### config.mk
export PLATFORM = sky130hd
export DESIGN_NAME = sccs_top
export DESIGN_NICKNAME = d
export VERILOG_FILES = /design/src/shared/sccs_pkg.sv /design/src/hw/sccs_top.sv /design/src/hw/sccs_div.sv /design/src/hw/sccs_mon.sv
export SDC_FILE = /design/constraint.sdc
export NUM_CORES = 1
export LEC_CHECK = 0
export ABC_AREA = 1
export BUFFER_PORTS_ARGS = -buffer_cell sky130_fd_sc_hd__buf_2
export CAP_MARGIN = 25
export CORE_MARGIN = 1.5
export CORE_UTILIZATION = 35
export DETAILED_ROUTE_END_ITERATION = 16
export PLACE_DENSITY = 0.64
export REMOVE_ABC_BUFFERS = 1
export SLEW_MARGIN = 20
export SYNTH_ARGS = -nofsm -noshare
export SYNTH_HDL_FRONTEND = slang
export SYNTH_SLANG_ARGS = --single-unit
### constraint.sdc
create_clock -name clk_i -period 2.6 [get_ports clk_i]
set_input_delay 0.39 -clock clk_i [delete_from_list [all_inputs] [get_ports clk_i]]
set_output_delay 0.39 -clock clk_i [all_outputs]
set_load 0.02 [all_outputs]
### src/shared/sccs_pkg.sv
package sccs_pkg;

	localparam int CLK_HZ        = 25000000;
	localparam int CLK_PERIOD_NS = 40;
	localparam int FAST_HZ       = 8000000;
	localparam int SLOW_HZ       = 31000;
	localparam int FAST_LIM      = CLK_HZ / FAST_HZ - 1;
	localparam int SLOW_LIM      = CLK_HZ / SLOW_HZ - 1;
	localparam int FAIL_TIME_NS  = 2000;
	localparam int FAIL_CYC      = (FAIL_TIME_NS + CLK_PERIOD_NS - 1) / CLK_PERIOD_NS;
	localparam int OST_COUNT     = 1024;
	localparam int WARM_TICKS    = 16;
	localparam int WARM_W        = $clog2(WARM_TICKS + 1);

	localparam logic [3:0] OSC_CTRL_ADR = 4'h0;
	localparam logic [3:0] STATUS_ADR   = 4'h4;

	localparam int UNIMPL_BIT  = 7;
	localparam int FREQ_LSB    = 4;
	localparam int OUTSIDE_BIT = 3;
	localparam int FAST_ST_BIT = 2;
	localparam int SLOW_ST_BIT = 1;
	localparam int CHOICE_BIT  = 0;

	localparam int ST_MODE_LSB = 0;
	localparam int ST_FAIL_BIT = 3;
	localparam int ST_OST_BIT  = 4;
	localparam int ST_TWO_BIT  = 5;
	localparam int ST_FAIL_SAFE_CLOCK_MONITOR_BIT = 6;

	localparam logic [2:0] FREQ_RST  = 3'h6;
	localparam logic [2:0] FREQ_MAX  = 3'h7;
	localparam logic [2:0] FREQ_SLOW = 3'h0;

	typedef enum logic [2:0] {
		MODE_DRIVEN, MODE_WATCH, MODE_MED_XTAL, MODE_HIGH_XTAL,
		MODE_RC, MODE_RC_FREE, MODE_INT_CLOCK_OUT_PIN, MODE_INT_FREE
	} sccs_mode_e;

	typedef enum logic [1:0] {GAIN_OFF, GAIN_LOW, GAIN_MED, GAIN_HIGH} sccs_gain_e;

	function automatic logic is_crystal(input sccs_mode_e m);
		return m inside {MODE_WATCH, MODE_MED_XTAL, MODE_HIGH_XTAL};
	endfunction : is_crystal

	function automatic logic is_external(input sccs_mode_e m);
		return !(m inside {MODE_INT_CLOCK_OUT_PIN, MODE_INT_FREE});
	endfunction : is_external

	// Crystal with two-speed, or any fail-safe, starts on internal
	function automatic logic outside_at_reset(input sccs_mode_e m, input logic fse,
		input logic tse);
		return !((tse && is_crystal(m)) || fse);
	endfunction : outside_at_reset

	function automatic logic [6:0] fast_scale(input logic [2:0] f);
		return (7'h01 << (FREQ_MAX - f)) - 7'h01;
	endfunction : fast_scale

	function automatic logic [WARM_W-1:0] warm_step(input logic [WARM_W-1:0] c,
		input logic tick);
		return (tick && c != WARM_TICKS[WARM_W-1:0]) ? c + 1'b1 : c;
	endfunction : warm_step

endpackage : sccs_pkg

### src/hw/sccs_top.sv
// Local design decisions: the address map and the Wishbone interface to the registers.
module sccs_top
	import sccs_pkg::*;
#(
	parameter int ADR_W = 4
)(
	input  wire logic             clk_i,
	input  wire logic             rst_i,
	input  wire logic             wb_cyc_i,
	input  wire logic             wb_stb_i,
	input  wire logic             wb_we_i,
	input  wire logic [ADR_W-1:0] wb_adr_i,
	input  wire logic [3:0]       wb_sel_i,
	input  wire logic [31:0]      wb_dat_i,
	output logic      [31:0]      wb_dat_o,
	output logic                  wb_ack_o,
	input  wire logic [2:0]       cfg_mode_i,
	input  wire logic             cfg_fail_safe_en_i,
	input  wire logic             cfg_two_speed_en_i,
	input  wire logic             wake_i,
	input  wire logic             crystal_in_pin_i,
	output logic                  crystal_out_pin_o,
	output logic                  crystal_out_pin_oe_o,
	output logic                  crystal_in_free_o,
	output logic                  crystal_out_free_o,
	output logic      [1:0]       amp_gain_o,
	output logic                  sys_tick_o,
	output logic                  exec_run_o
);

	typedef enum logic [1:0] {SW_INTERNAL, SW_TO_EXT, SW_EXTERNAL} sccs_sw_e;

	sccs_mode_e  mode_r;
	logic        fse_r;
	logic        tse_r;
	logic [2:0]  freq_r;
	logic        choice_r;
	logic        outside_r;
	logic        fail_r;
	sccs_sw_e    sw_r;
	sccs_sw_e    sw_nxt;
	logic        ack_r;
	logic [31:0] dat_r;
	logic        tick_r;
	logic        run_r;
	logic [1:0]  div4_r;
	logic        cout_r;
	logic        cout_oe_r;
	logic        in_free_r;
	logic        out_free_r;
	logic [1:0]  gain_r;
	logic [WARM_W-1:0] fast_warm_r;
	logic [WARM_W-1:0] slow_warm_r;
	logic [31:0] ctrl_rd;
	logic [31:0] stat_rd;

	logic fast_base_w;
	logic fast_tick_w;
	logic slow_tick_w;
	logic ext_edge_w;
	logic ost_done_w;
	logic lost_w;

	// Internal oscillators as enable pulses
	sccs_div #(.W(2)) u_fast_base (
		.clk_i  (clk_i),
		.rst_i  (rst_i),
		.en_i   (1'b1),
		.lim_i  (FAST_LIM[1:0]),
		.tick_o (fast_base_w)
	);

	sccs_div #(.W(7)) u_fast_scale (
		.clk_i  (clk_i),
		.rst_i  (rst_i),
		.en_i   (fast_base_w),
		.lim_i  (fast_scale(freq_r)),
		.tick_o (fast_tick_w)
	);

	sccs_div #(.W(10)) u_slow (
		.clk_i  (clk_i),
		.rst_i  (rst_i),
		.en_i   (1'b1),
		.lim_i  (SLOW_LIM[9:0]),
		.tick_o (slow_tick_w)
	);

	sccs_mon u_mon (
		.clk_i      (clk_i),
		.rst_i      (rst_i),
		.restart_i  (wake_i),
		.pin_i      (crystal_in_pin_i),
		.edge_o     (ext_edge_w),
		.ost_done_o (ost_done_w),
		.lost_o     (lost_w)
	);

	wire xtal_w      = is_crystal(mode_r);
	wire ext_mode_w  = is_external(mode_r);
	wire two_spd_w   = tse_r && xtal_w;
	wire slow_sel_w  = freq_r == FREQ_SLOW;
	wire fast_st_w   = fast_warm_r == WARM_TICKS[WARM_W-1:0];
	wire slow_st_w   = slow_warm_r == WARM_TICKS[WARM_W-1:0];
	wire int_tick_w  = slow_sel_w ? slow_tick_w : fast_tick_w;
	wire int_st_w    = slow_sel_w ? slow_st_w : fast_st_w;
	wire want_ext_w  = ext_mode_w && !choice_r && !fail_r;
	wire ext_ready_w = !xtal_w || ost_done_w;
	wire on_ext_w    = sw_r == SW_EXTERNAL;
	wire sys_tick_w  = on_ext_w ? ext_edge_w : int_tick_w;
	wire hold_w      = on_ext_w && xtal_w && !ost_done_w;
	wire fail_set_w  = fse_r && ext_mode_w && on_ext_w && lost_w;
	wire cout_mode_w = mode_r inside {MODE_RC, MODE_INT_CLOCK_OUT_PIN};
	wire out_free_w  = mode_r inside {MODE_DRIVEN, MODE_RC_FREE, MODE_INT_FREE};
	wire in_free_w   = mode_r inside {MODE_INT_CLOCK_OUT_PIN, MODE_INT_FREE};

	wire req_w     = wb_cyc_i && wb_stb_i && !ack_r;
	wire hit_ctl_w = wb_adr_i == OSC_CTRL_ADR[ADR_W-1:0];
	wire hit_st_w  = wb_adr_i == STATUS_ADR[ADR_W-1:0];
	wire wr_ctl_w  = req_w && wb_we_i && wb_sel_i[0] && hit_ctl_w;
	wire rd_ctl_w  = req_w && !wb_we_i && hit_ctl_w;
	wire [31:0] rd_w = hit_ctl_w ? ctrl_rd : (hit_st_w ? stat_rd : 32'h0000_0000);

	// Bit 7 is never assigned, so it reads zero
	always_comb
	begin
		ctrl_rd                  = '0;
		ctrl_rd[FREQ_LSB +: 3]   = freq_r;
		ctrl_rd[OUTSIDE_BIT]     = outside_r;
		ctrl_rd[FAST_ST_BIT]     = fast_st_w;
		ctrl_rd[SLOW_ST_BIT]     = slow_st_w;
		ctrl_rd[CHOICE_BIT]      = choice_r;
		stat_rd                  = '0;
		stat_rd[ST_MODE_LSB +: 3] = mode_r;
		stat_rd[ST_FAIL_BIT]     = fail_r;
		stat_rd[ST_OST_BIT]      = ost_done_w;
		stat_rd[ST_TWO_BIT]      = tse_r;
		stat_rd[ST_FAIL_SAFE_CLOCK_MONITOR_BIT]     = fse_r;
	end

	// Fail and two-speed wake go internal at once; other switches wait until the target source is known to run
	always_comb
	begin
		sw_nxt = sw_r;
		unique case (sw_r)
			SW_INTERNAL:
				if (want_ext_w)
					sw_nxt = SW_TO_EXT;
			SW_TO_EXT:
				if (!want_ext_w)
					sw_nxt = SW_INTERNAL;
				else if (ext_ready_w && ext_edge_w)
					sw_nxt = SW_EXTERNAL;
			SW_EXTERNAL:
				if (fail_r || (!want_ext_w && int_st_w) || (wake_i && two_spd_w))
					sw_nxt = SW_INTERNAL;
		endcase
	end

	// Options are caught while reset is held, fixed like programmed fuses
	always_ff @(posedge clk_i)
	begin
		if (rst_i)
		begin
			mode_r <= sccs_mode_e'(cfg_mode_i);
			fse_r  <= cfg_fail_safe_en_i;
			tse_r  <= cfg_two_speed_en_i;
		end
	end

	always_ff @(posedge clk_i)
	begin
		if (rst_i)
		begin
			freq_r   <= FREQ_RST;
			choice_r <= 1'b0;
		end
		else if (wr_ctl_w)
		begin
			freq_r   <= wb_dat_i[FREQ_LSB +: 3];
			choice_r <= wb_dat_i[CHOICE_BIT];
		end
	end

	always_ff @(posedge clk_i)
	begin
		if (rst_i)
		begin
			sw_r <= (outside_at_reset(sccs_mode_e'(cfg_mode_i), cfg_fail_safe_en_i,
				cfg_two_speed_en_i) && is_external(sccs_mode_e'(cfg_mode_i)))
				? SW_EXTERNAL : SW_INTERNAL;
			outside_r <= outside_at_reset(sccs_mode_e'(cfg_mode_i), cfg_fail_safe_en_i,
				cfg_two_speed_en_i);
			fail_r    <= 1'b0;
		end
		else
		begin
			sw_r      <= sw_nxt;
			outside_r <= sw_nxt == SW_EXTERNAL;
			fail_r    <= fail_r || fail_set_w;
		end
	end

	always_ff @(posedge clk_i)
	begin
		if (rst_i)
		begin
			fast_warm_r <= '0;
			slow_warm_r <= '0;
		end
		else
		begin
			fast_warm_r <= warm_step(fast_warm_r, fast_base_w);
			slow_warm_r <= warm_step(slow_warm_r, slow_tick_w);
		end
	end

	always_ff @(posedge clk_i)
	begin
		if (rst_i)
		begin
			tick_r <= 1'b0;
			run_r  <= 1'b0;
			div4_r <= '0;
		end
		else
		begin
			tick_r <= sys_tick_w;
			run_r  <= !hold_w;
			if (sys_tick_w)
				div4_r <= div4_r + 1'b1;
		end
	end

	// Gain is a static decode of the mode
	always_ff @(posedge clk_i)
	begin
		if (rst_i)
		begin
			cout_r     <= 1'b0;
			cout_oe_r  <= 1'b0;
			in_free_r  <= 1'b0;
			out_free_r <= 1'b0;
			gain_r     <= GAIN_OFF;
		end
		else
		begin
			cout_r     <= cout_mode_w && div4_r[1];
			cout_oe_r  <= cout_mode_w;
			in_free_r  <= in_free_w;
			out_free_r <= out_free_w;
			gain_r     <= mode_r == MODE_WATCH ? GAIN_LOW :
				mode_r == MODE_MED_XTAL ? GAIN_MED :
				mode_r == MODE_HIGH_XTAL ? GAIN_HIGH : GAIN_OFF;
		end
	end

	// Unmapped addresses still ack, reading zero
	always_ff @(posedge clk_i)
	begin
		if (rst_i)
		begin
			ack_r <= 1'b0;
			dat_r <= '0;
		end
		else
		begin
			ack_r <= req_w;
			if (req_w && !wb_we_i)
				dat_r <= rd_w;
		end
	end

	assign wb_ack_o             = ack_r;
	assign wb_dat_o             = dat_r;
	assign sys_tick_o           = tick_r;
	assign exec_run_o           = run_r;
	assign crystal_out_pin_o    = cout_r;
	assign crystal_out_pin_oe_o = cout_oe_r;
	assign crystal_in_free_o    = in_free_r;
	assign crystal_out_free_o   = out_free_r;
	assign amp_gain_o           = gain_r;
endmodule : sccs_top

### src/hw/sccs_div.sv
module sccs_div
	import sccs_pkg::*;
#(
	parameter int W = 8
)(
	input  wire logic         clk_i,
	input  wire logic         rst_i,
	input  wire logic         en_i,
	input  wire logic [W-1:0] lim_i,
	output logic              tick_o
);

	logic [W-1:0] cnt_r;
	logic         tick_r;
	wire          hit_w = en_i && (cnt_r >= lim_i);

	// Compare by >= so a lowered limit never strands the count
	always_ff @(posedge clk_i)
	begin
		if (rst_i)
		begin
			cnt_r  <= '0;
			tick_r <= 1'b0;
		end
		else
		begin
			tick_r <= hit_w;
			if (en_i)
				cnt_r <= hit_w ? '0 : cnt_r + 1'b1;
		end
	end

	assign tick_o = tick_r;

endmodule : sccs_div

### src/hw/sccs_mon.sv
module sccs_mon
	import sccs_pkg::*;
(
	input  wire logic clk_i,
	input  wire logic rst_i,
	input  wire logic restart_i,
	input  wire logic pin_i,
	output logic      edge_o,
	output logic      ost_done_o,
	output logic      lost_o
);

	localparam int OST_W  = $clog2(OST_COUNT + 1);
	localparam int IDLE_W = $clog2(FAIL_CYC + 1);

	logic              prev_r;
	logic              edge_r;
	logic [OST_W-1:0]  ost_r;
	logic [IDLE_W-1:0] idle_r;
	wire               rise_w = pin_i && !prev_r;
	wire               ost_full_w = ost_r == OST_COUNT[OST_W-1:0];
	wire               idle_full_w = idle_r == FAIL_CYC[IDLE_W-1:0];

	always_ff @(posedge clk_i)
	begin
		if (rst_i)
		begin
			prev_r <= pin_i; // Tracks the pin, so release shows no false edge
			edge_r <= 1'b0;
			ost_r  <= '0;
			idle_r <= '0;
		end
		else
		begin
			prev_r <= pin_i;
			edge_r <= rise_w;
			if (restart_i)
				ost_r <= '0;
			else if (rise_w && !ost_full_w)
				ost_r <= ost_r + 1'b1;
			if (rise_w)
				idle_r <= '0;
			else if (!idle_full_w)
				idle_r <= idle_r + 1'b1;
		end
	end

	assign edge_o     = edge_r;
	assign ost_done_o = ost_full_w;
	assign lost_o     = idle_full_w;

endmodule : sccs_mon

==> flow_summary_export.csv, run 1 <==
group,metric,value,unit
global_route,use_met2,23.0,%
worst_setup_path,crit_fanout,7,
worst_setup_path,cp.required,2820,ps
logic_synthesis,synth.avg_cell_area,7.91,sq um
floorplanning,fp-row-count,39,
floorplanning,die_w,112,microns
layout,final_nets,639,
worst_setup_path,crit_arrival,2470,ps
sta,finalSetupTns,0,ps
drt,wirelength,8090,microns
floorplanning,core,11500,sq um
logic_synthesis,ys_types,45,
clocking,cts_buffers,9,
drt,dr.pass1.iters,4,
pwr,p_switching,0.781,mW
worst_setup_path,reg2reg_from,"freq_r[0]",
logic_synthesis,ys.flop_type,"dfxtp_1",
worst_setup_path,crit_slowest_cell,"dfxtp_1",
worst_setup_path,worst_path_largest_cell_delay,410,ps
global_route,grt_use_total,13.6,%
floorplanning,initial_core_util,36.0,%
floorplanning,io_pins,93,
clocking,cts.path.max_buffers,2,
logic_synthesis,syn-cell-area,4130,sq um
pwr,p_per_area,646,nW/um^2
clocking,root_buffer,"clkbuf_16",
pwr,p_seq_share,46.3,%
worst_hold_path,min_delay_path_depth,1,
clocking,cts_tree,"done",
clocking,clk_latency,340,ps
pwr,clkPwrFrac,41.6,%
logic_synthesis,async_flop_share,0,%
pwr,switching_share,25.8,%
global_route,grt_max_degree,29,
logic_synthesis,synth_seq_area_share,41.0,%
sta,setup_violations,0,
global_route,grt_pass1_wl,14000,microns
pwr,peakVddDrop,0.359,mV
worst_setup_path,critical_path_class,"reg -> reg",
layout,final_util,40.8,%
logic_synthesis,synth_edf_count,5,
drt,viasPerCell,4.68,
global_route,antenna_found_initial,0,
drt,drtAntennaViolNets,0,
floorplanning,die-area,12500,sq um
worst_hold_path,hold_path_end,"u_mon.prev_r",
worst_setup_path,reg2reg_slack,360,ps
sta,hold_viol_final,0,
logic_synthesis,netlist_instances,522,
layout,drive_gt1_share,15.5,%
worst_setup_path,r2r_end,"u_fast_scale.cnt_r[5]",
pwr,p_total,3.02,mW
pwr,p_leak,1.92,nW
floorplanning,dieHeight,112,microns
place,gp_congestion,0.829,
sta,fin_skew,4.92,ps
pwr,power.internal,2.24,mW
worst_hold_path,min_from,"crystal_in_pin_i",
drt,routedWlPerCell,11.4,microns
clocking,postCtsHoldBufs,0,
global_route,use_met3,2.61,%
logic_synthesis,synth_seq_cells,82,
global_route,met1_usage,16.4,%
clocking,clock-sinks,82,
drt,drt_iter0_drc,169,
sta,clock.fmax,445,MHz
worst_setup_path,cp_cell_sequence,"inv_2, nand3_1, ha_1, o21ai_0, a21oi_1, nor2_1, ha_1, nand2_1, o21a_1, o211ai_1, nand2_1, nand2_2, nor2_1",
drt,drc,0,
layout,fill_cells,1151,
pwr,p_comb_share,12.1,%
place,io_buffer_count,36,
sta,final.min_clock_period,2240,ps
run,maxCapViolCount,0,
global_route,top_usage_layer,"met2",
global_route,grt_pass1_vias,3136,
sta,rsz0062_at_grt,"no",
outcome,status,"finished clean",
place,post-dp-hpwl,6070,microns
worst_setup_path,critPathLaunchType,"flop",
sta,drv_slew,0,
layout,n_antenna_cell,0,
drt,num_vias,3335,
worst_setup_path,reg2regPathDepth,13,
worst_hold_path,hold_class,"in -> reg",
clocking,clkTransAtPathRegs,60,ps
clocking,h-tree-depth,3,
worst_setup_path,cp-end-kind,"flop",
layout,areaGrowthSynthToFinish,13.4,%
logic_synthesis,yosysWarnings,0,
sta,finalCritPeriodShare,86.3,%
global_route,globalRouteOverflowTotal,0,
[sequential cells by signal, summed over array words and instances (netlist names), 2 cells and up]
signal and flops:
u_mon.ost_r 11, amp_gain_o 2, mode_r 3, freq_r 3, fast_warm_r 5, u_fast_scale.cnt_r 7, u_mon.idle_r 6, div4_r 2
wb_dat_o 7, slow_warm_r 5, u_slow.cnt_r 10, sw_r 2, u_fast_base.cnt_r 2
[worst max path at each step]
stage / startpoint / to / slack, ps
after global routing: freq_r[0] / u_fast_scale.cnt_r[6] / 80
after floorplan: freq_r[2] / u_fast_scale.cnt_r[0] / 520
after global placement: freq_r[0] / u_fast_scale.cnt_r[2] / 370
final: freq_r[0] / u_fast_scale.cnt_r[5] / 360
after CTS: freq_r[0] / u_fast_scale.cnt_r[6] / 280
after detailed placement: freq_r[0] / u_fast_scale.cnt_r[6] / 290
[per-stage QoR]
| step | std cells | setup slack, ps | hold WS [ps] | instance area [sq um] |
|---|---|---|---|---|
| floorplan | 513 | 517 | 392 | 3990 |
| global placement | 696 | 368 | 402 | 4380 |
| detailed placement | 696 | 289 | 407 | 4380 |
| CTS | 712 | 282 | 172 | 4680 |
| global route | 712 | 83.9 | 170 | 4680 |
| finish | 712 | 355 | 182 | 4680 |
[cells in the final DEF, fill, tap and decap left out, drive strengths merged, types with 5 or more instances in the layout]
cell and n:
a21oi 44, inv 68, conb 25, edfxtp 5
buf 40, nand3 30, nand2 76, clkbuf 12
nor2 66, xor2 12, xnor2 7, o21ai 34
dfxtp 77, nand4 8, ha 23, nor3 16
[metal layers]
| metal | vias up | routed length [microns] |
|---|---|---|
| li1 | 1744 | - |
| met3 | 14 | 307 |
| met1 | 1509 | 3720 |
| met4 | 0 | 217 |
| met2 | 68 | 3840 |
| met5 | - | 0 |
[synthesized netlist by cell type (2+ instances only)]
cell type	count	share of area (%)
a21oi_1	44	5.3
buf_4	27	4.9
clkbuf_1	5	0.45
dfxtp_1	77	37
edfxtp_1	5	3.6
ha_1	23	7.0
inv_1	60	5.5
inv_2	5	0.45
inv_4	3	0.45
nand2_1	73	6.6
nand2_2	2	0.30
nand3_1	26	3.2
nand3_2	4	0.97
nand4_1	8	1.2
nor2_1	61	5.5
nor2_2	3	0.45
nor3_1	12	1.5
nor3_2	3	0.73
nor3b_1	2	0.36
nor3b_2	2	0.61
nor4_1	2	0.30
o211ai_1	4	0.73
o21ai_0	17	2.1
o21ai_1	13	1.6
o21ai_2	4	0.85
xnor2_1	7	1.5
xor2_1	12	2.5
[cells by family after synthesis]
| family | synth area share [%] |
|---|---|
| adders and majority gates | 6.97 |
| DFF | 41.0 |
| other | 0.0908 |
| AOI/OAI and AO/OA | 12.0 |
| and+or+nand+nor | 23.8 |
| muxes | 0.242 |
| xor gates and xnor gates | 4.03 |
| buffers and inverters | 11.9 |
[layout make-up]
class | instances | area [sq um] | area share, %
Clock buffer | 12 | 246 | 5.26
Timing Repair Buffer | 40 | 210 | 4.49
Sequential cell | 82 | 1690 | 36.1
Multi-Input combinational cell | 362 | 2040 | 43.5
Inverter | 69 | 267 | 5.69
Clock inverter | 4 | 51.3 | 1.10
Tap cell | 143 | 179 | 3.82
[power by group through the flow]
stage | combinational [mW] | sequential (mW) | clock (mW)
final | 0.366 | 1.40 | 1.26
after global routing | 0.417 | 1.41 | 1.35
after CTS | 0.368 | 1.40 | 1.29
after detailed placement | 0.363 | 1.43 | 0
after global placement | 0.355 | 1.43 | 0
after floorplan | 0.254 | 1.43 | 0
[worst max-delay path: cells and delay by family (launching register included)]
kind | cells | cell delay, ps
AO/OA/AOI/OAI | 4 | 580
adder cells (fa/ha/maj) | 2 | 520
buffers and inverters | 1 | 100
flip-flops | 1 | 410
AND/OR/NAND/NOR | 6 | 520
[what timing repair did]
action | in CTS | in global routing
resized for setup | 0 | 1
setup buffers | 0 | 0
endpoints found under the setup margin | 0 | 1
No activity file was read; power rests on OpenSTA's default activity.
==> run 2: changes to the inputs <==
--- a/config.mk
+++ b/config.mk
@@ -6,14 +6,13 @@
 export NUM_CORES = 1
 export LEC_CHECK = 0
 export ABC_AREA = 1
-export BUFFER_PORTS_ARGS = -buffer_cell sky130_fd_sc_hd__buf_2
+export BUFFER_PORTS_ARGS = -buffer_cell sky130_fd_sc_hd__clkbuf_2
 export CAP_MARGIN = 25
 export CORE_MARGIN = 1.5
 export CORE_UTILIZATION = 35
 export DETAILED_ROUTE_END_ITERATION = 16
 export PLACE_DENSITY = 0.64
 export REMOVE_ABC_BUFFERS = 1
-export SLEW_MARGIN = 20
 export SYNTH_ARGS = -nofsm -noshare
 export SYNTH_HDL_FRONTEND = slang
 export SYNTH_SLANG_ARGS = --single-unit
==> constraint.sdc (replaced) <==
create_clock -name clk_i -period 2.6 [get_ports clk_i]
set_input_delay 0.39 -clock clk_i [delete_from_list [all_inputs] [get_ports clk_i]]
set_output_delay 0.39 -clock clk_i [all_outputs]
set_load 0.05 [all_outputs]
==> run 2 against run 1 <==
Compared with the run above:
- die area unchanged
- global-route usage about the same
- first-iteration DRC count down 24%
- via count about the same
- clock skew about the same
- non-clock buffer count down 1
- worst setup slack worse by 91 ps
- critical path type unchanged
- largest power group unchanged
- highest routed layer unchanged
==> flow_summary_export.csv, run 2 (synthesized netlist as in run 1, its figures left out) <==
group,metric,value,unit
clocking,root_buffer,"clkbuf_16",
global_route,globalRouteOverflowTotal,0,
sta,finalSetupTns,0,ps
clocking,h-tree-depth,3,
clocking,cts_tree,"done",
clocking,clk_latency,340,ps
sta,finalCritPeriodShare,89.8,%
drt,drc,0,
sta,setup_violations,0,
global_route,use_met3,3.21,%
worst_setup_path,worst_path_largest_cell_delay,420,ps
worst_setup_path,critPathLaunchType,"flop",
outcome,status,"finished clean",
worst_setup_path,r2r_end,"u_fast_scale.cnt_r[4]",
sta,relSlewSlack,53.2,%
worst_setup_path,crit_fanout,7,
global_route,grt_pass1_vias,3192,
global_route,grt_pass1_wl,13900,microns
run,maxCapViolCount,0,
pwr,p_leak,1.92,nW
layout,drive_gt1_share,15.5,%
worst_hold_path,hold_class,"in -> reg",
global_route,met1_usage,16.1,%
worst_hold_path,min_from,"crystal_in_pin_i",
sta,worst_slew_pin_slew,701,ps
clocking,cts_resized,0,
clocking,postCtsHoldBufs,0,
floorplanning,fp-row-count,39,
drt,dr.pass1.iters,4,
worst_setup_path,cp_cell_sequence,"inv_2, nand3_1, ha_1, o21ai_0, a21oi_1, nor2_1, ha_1, a21oi_1, o21a_1, o211ai_1, nand2_1, nand2_1, nor2_1",
clocking,cts.path.max_buffers,2,
worst_setup_path,cp-end-kind,"flop",
drt,viasPerCell,4.69,
drt,drt_iter0_drc,128,
worst_setup_path,critical_path_class,"reg -> reg",
layout,final_common_cell,"dfxtp_1",
floorplanning,die_w,112,microns
global_route,top_usage_layer,"met2",
floorplanning,die-area,12500,sq um
pwr,peakVddDrop,0.460,mV
sta,drv_slew,0,
floorplanning,io_pins,93,
drt,num_vias,3334,
drt,routedWlPerCell,11.4,microns
drt,drtAntennaViolNets,0,
floorplanning,dieHeight,112,microns
global_route,grt_max_degree,29,
sta,rsz0062_at_grt,"no",
clocking,clock-sinks,82,
worst_setup_path,cp.required,2870,ps
layout,areaGrowthSynthToFinish,13.5,%
worst_setup_path,reg2regPathDepth,13,
sta,hold-worst-slack,172,ps
sta,final.min_clock_period,2340,ps
layout,largest_reg_flops,11,
clocking,cts_buffers,9,
place,gp_congestion,0.848,
worst_setup_path,crit_family,"compound AO/OA/AOI/OAI gates",
layout,top_regs,"u_mon.ost_r: 11 flops, u_slow.cnt_r: 10 flops",
worst_setup_path,reg2reg_slack,260,ps
sta,fin_skew,4.74,ps
floorplanning,initial_core_util,36.0,%
place,post-dp-hpwl,6190,microns
clocking,clkTransAtPathRegs,60,ps
global_route,antenna_found_initial,0,
layout,fill_cells,1153,
worst_setup_path,crit_slowest_cell,"dfxtp_1",
worst_setup_path,reg2reg_from,"freq_r[0]",
global_route,grt_use_total,13.7,%
layout,final_nets,638,
place,io_buffer_count,36,
layout,final_cell_mix,"dfxtp_1 (77), nand2_1 (73), nor2_1 (61), inv_1 (60), a21oi_1 (44)",
sta,clock.fmax,428,MHz
worst_hold_path,hold_path_end,"u_mon.prev_r",
worst_setup_path,crit_buf_inv,1,
clocking,cts_setup_buffers,0,
global_route,use_met2,23.5,%
layout,n_antenna_cell,0,
sta,hold_viol_final,0,
worst_hold_path,min_delay_path_depth,1,
floorplanning,core,11500,sq um
drt,wirelength,8080,microns
pwr,p_per_area,674,nW/um^2
worst_setup_path,crit_arrival,2610,ps
layout,top_register,"u_mon.ost_r",
pwr,p_total,3.16,mW
## run 2: worst register-to-register path, stage by stage (launching register included)
cell and delay, ps:
dfxtp_1 420, inv_2 100, nand3_1 80, ha_1 190, o21ai_0 140, a21oi_1 150
nor2_1 80, ha_1 330, a21oi_1 140, o21a_1 140, o211ai_1 90, nand2_1 80
nand2_1 150, nor2_1 150
## run 2: per-layer routing
layer | up-vias | share of wire, %
met1 | 1497 | 45
met3 | 17 | 4.3
li1 | 1746 | -
met4 | 0 | 2.2
met2 | 74 | 48
met5 | - | 0
## run 2: worst max-delay path by stage
stage | start | end | slack (ps) | cells after the start
CTS | freq_r[2] | u_fast_scale.cnt_r[4] | 270 | 12
global route | freq_r[0] | u_fast_scale.cnt_r[4] | 20 | 13
global placement | freq_r[0] | u_fast_scale.cnt_r[2] | 360 | 13
floorplan | freq_r[2] | u_fast_scale.cnt_r[0] | 520 | 11
finish | freq_r[0] | u_fast_scale.cnt_r[4] | 260 | 13
detailed placement | freq_r[0] | u_fast_scale.cnt_r[4] | 280 | 13
## run 2: cell type report
cell class	instances	area (sq um)	area share (%)
inverter	69	267	5.68
clock inverter	6	63.8	1.36
clock buffer	10	250	5.34
tap	143	179	3.82
sequential	82	1690	36.1
timing repair buffer	39	203	4.32
multi-input combinational	362	2040	43.4
## run 2: through the flow
stage | area [sq um] | std cells | setup slack, ps | utilization (%)
4_1_cts | 4690 | 711 | 268 | 40.9
5_1_grt | 4690 | 711 | 16.8 | 40.9
3_5_place_dp | 4380 | 695 | 279 | 38.2
6_report | 4690 | 711 | 264 | 40.9
3_3_place_gp | 4380 | 695 | 359 | 38.2
2_1_floorplan | 3990 | 513 | 517 | -
## run 2: power by group
part | switching, mW | internal (mW) | total (mW)
registers | 0.0599 | 1.34 | 1.40
logic | 0.316 | 0.129 | 0.445
clock network | 0.512 | 0.799 | 1.31
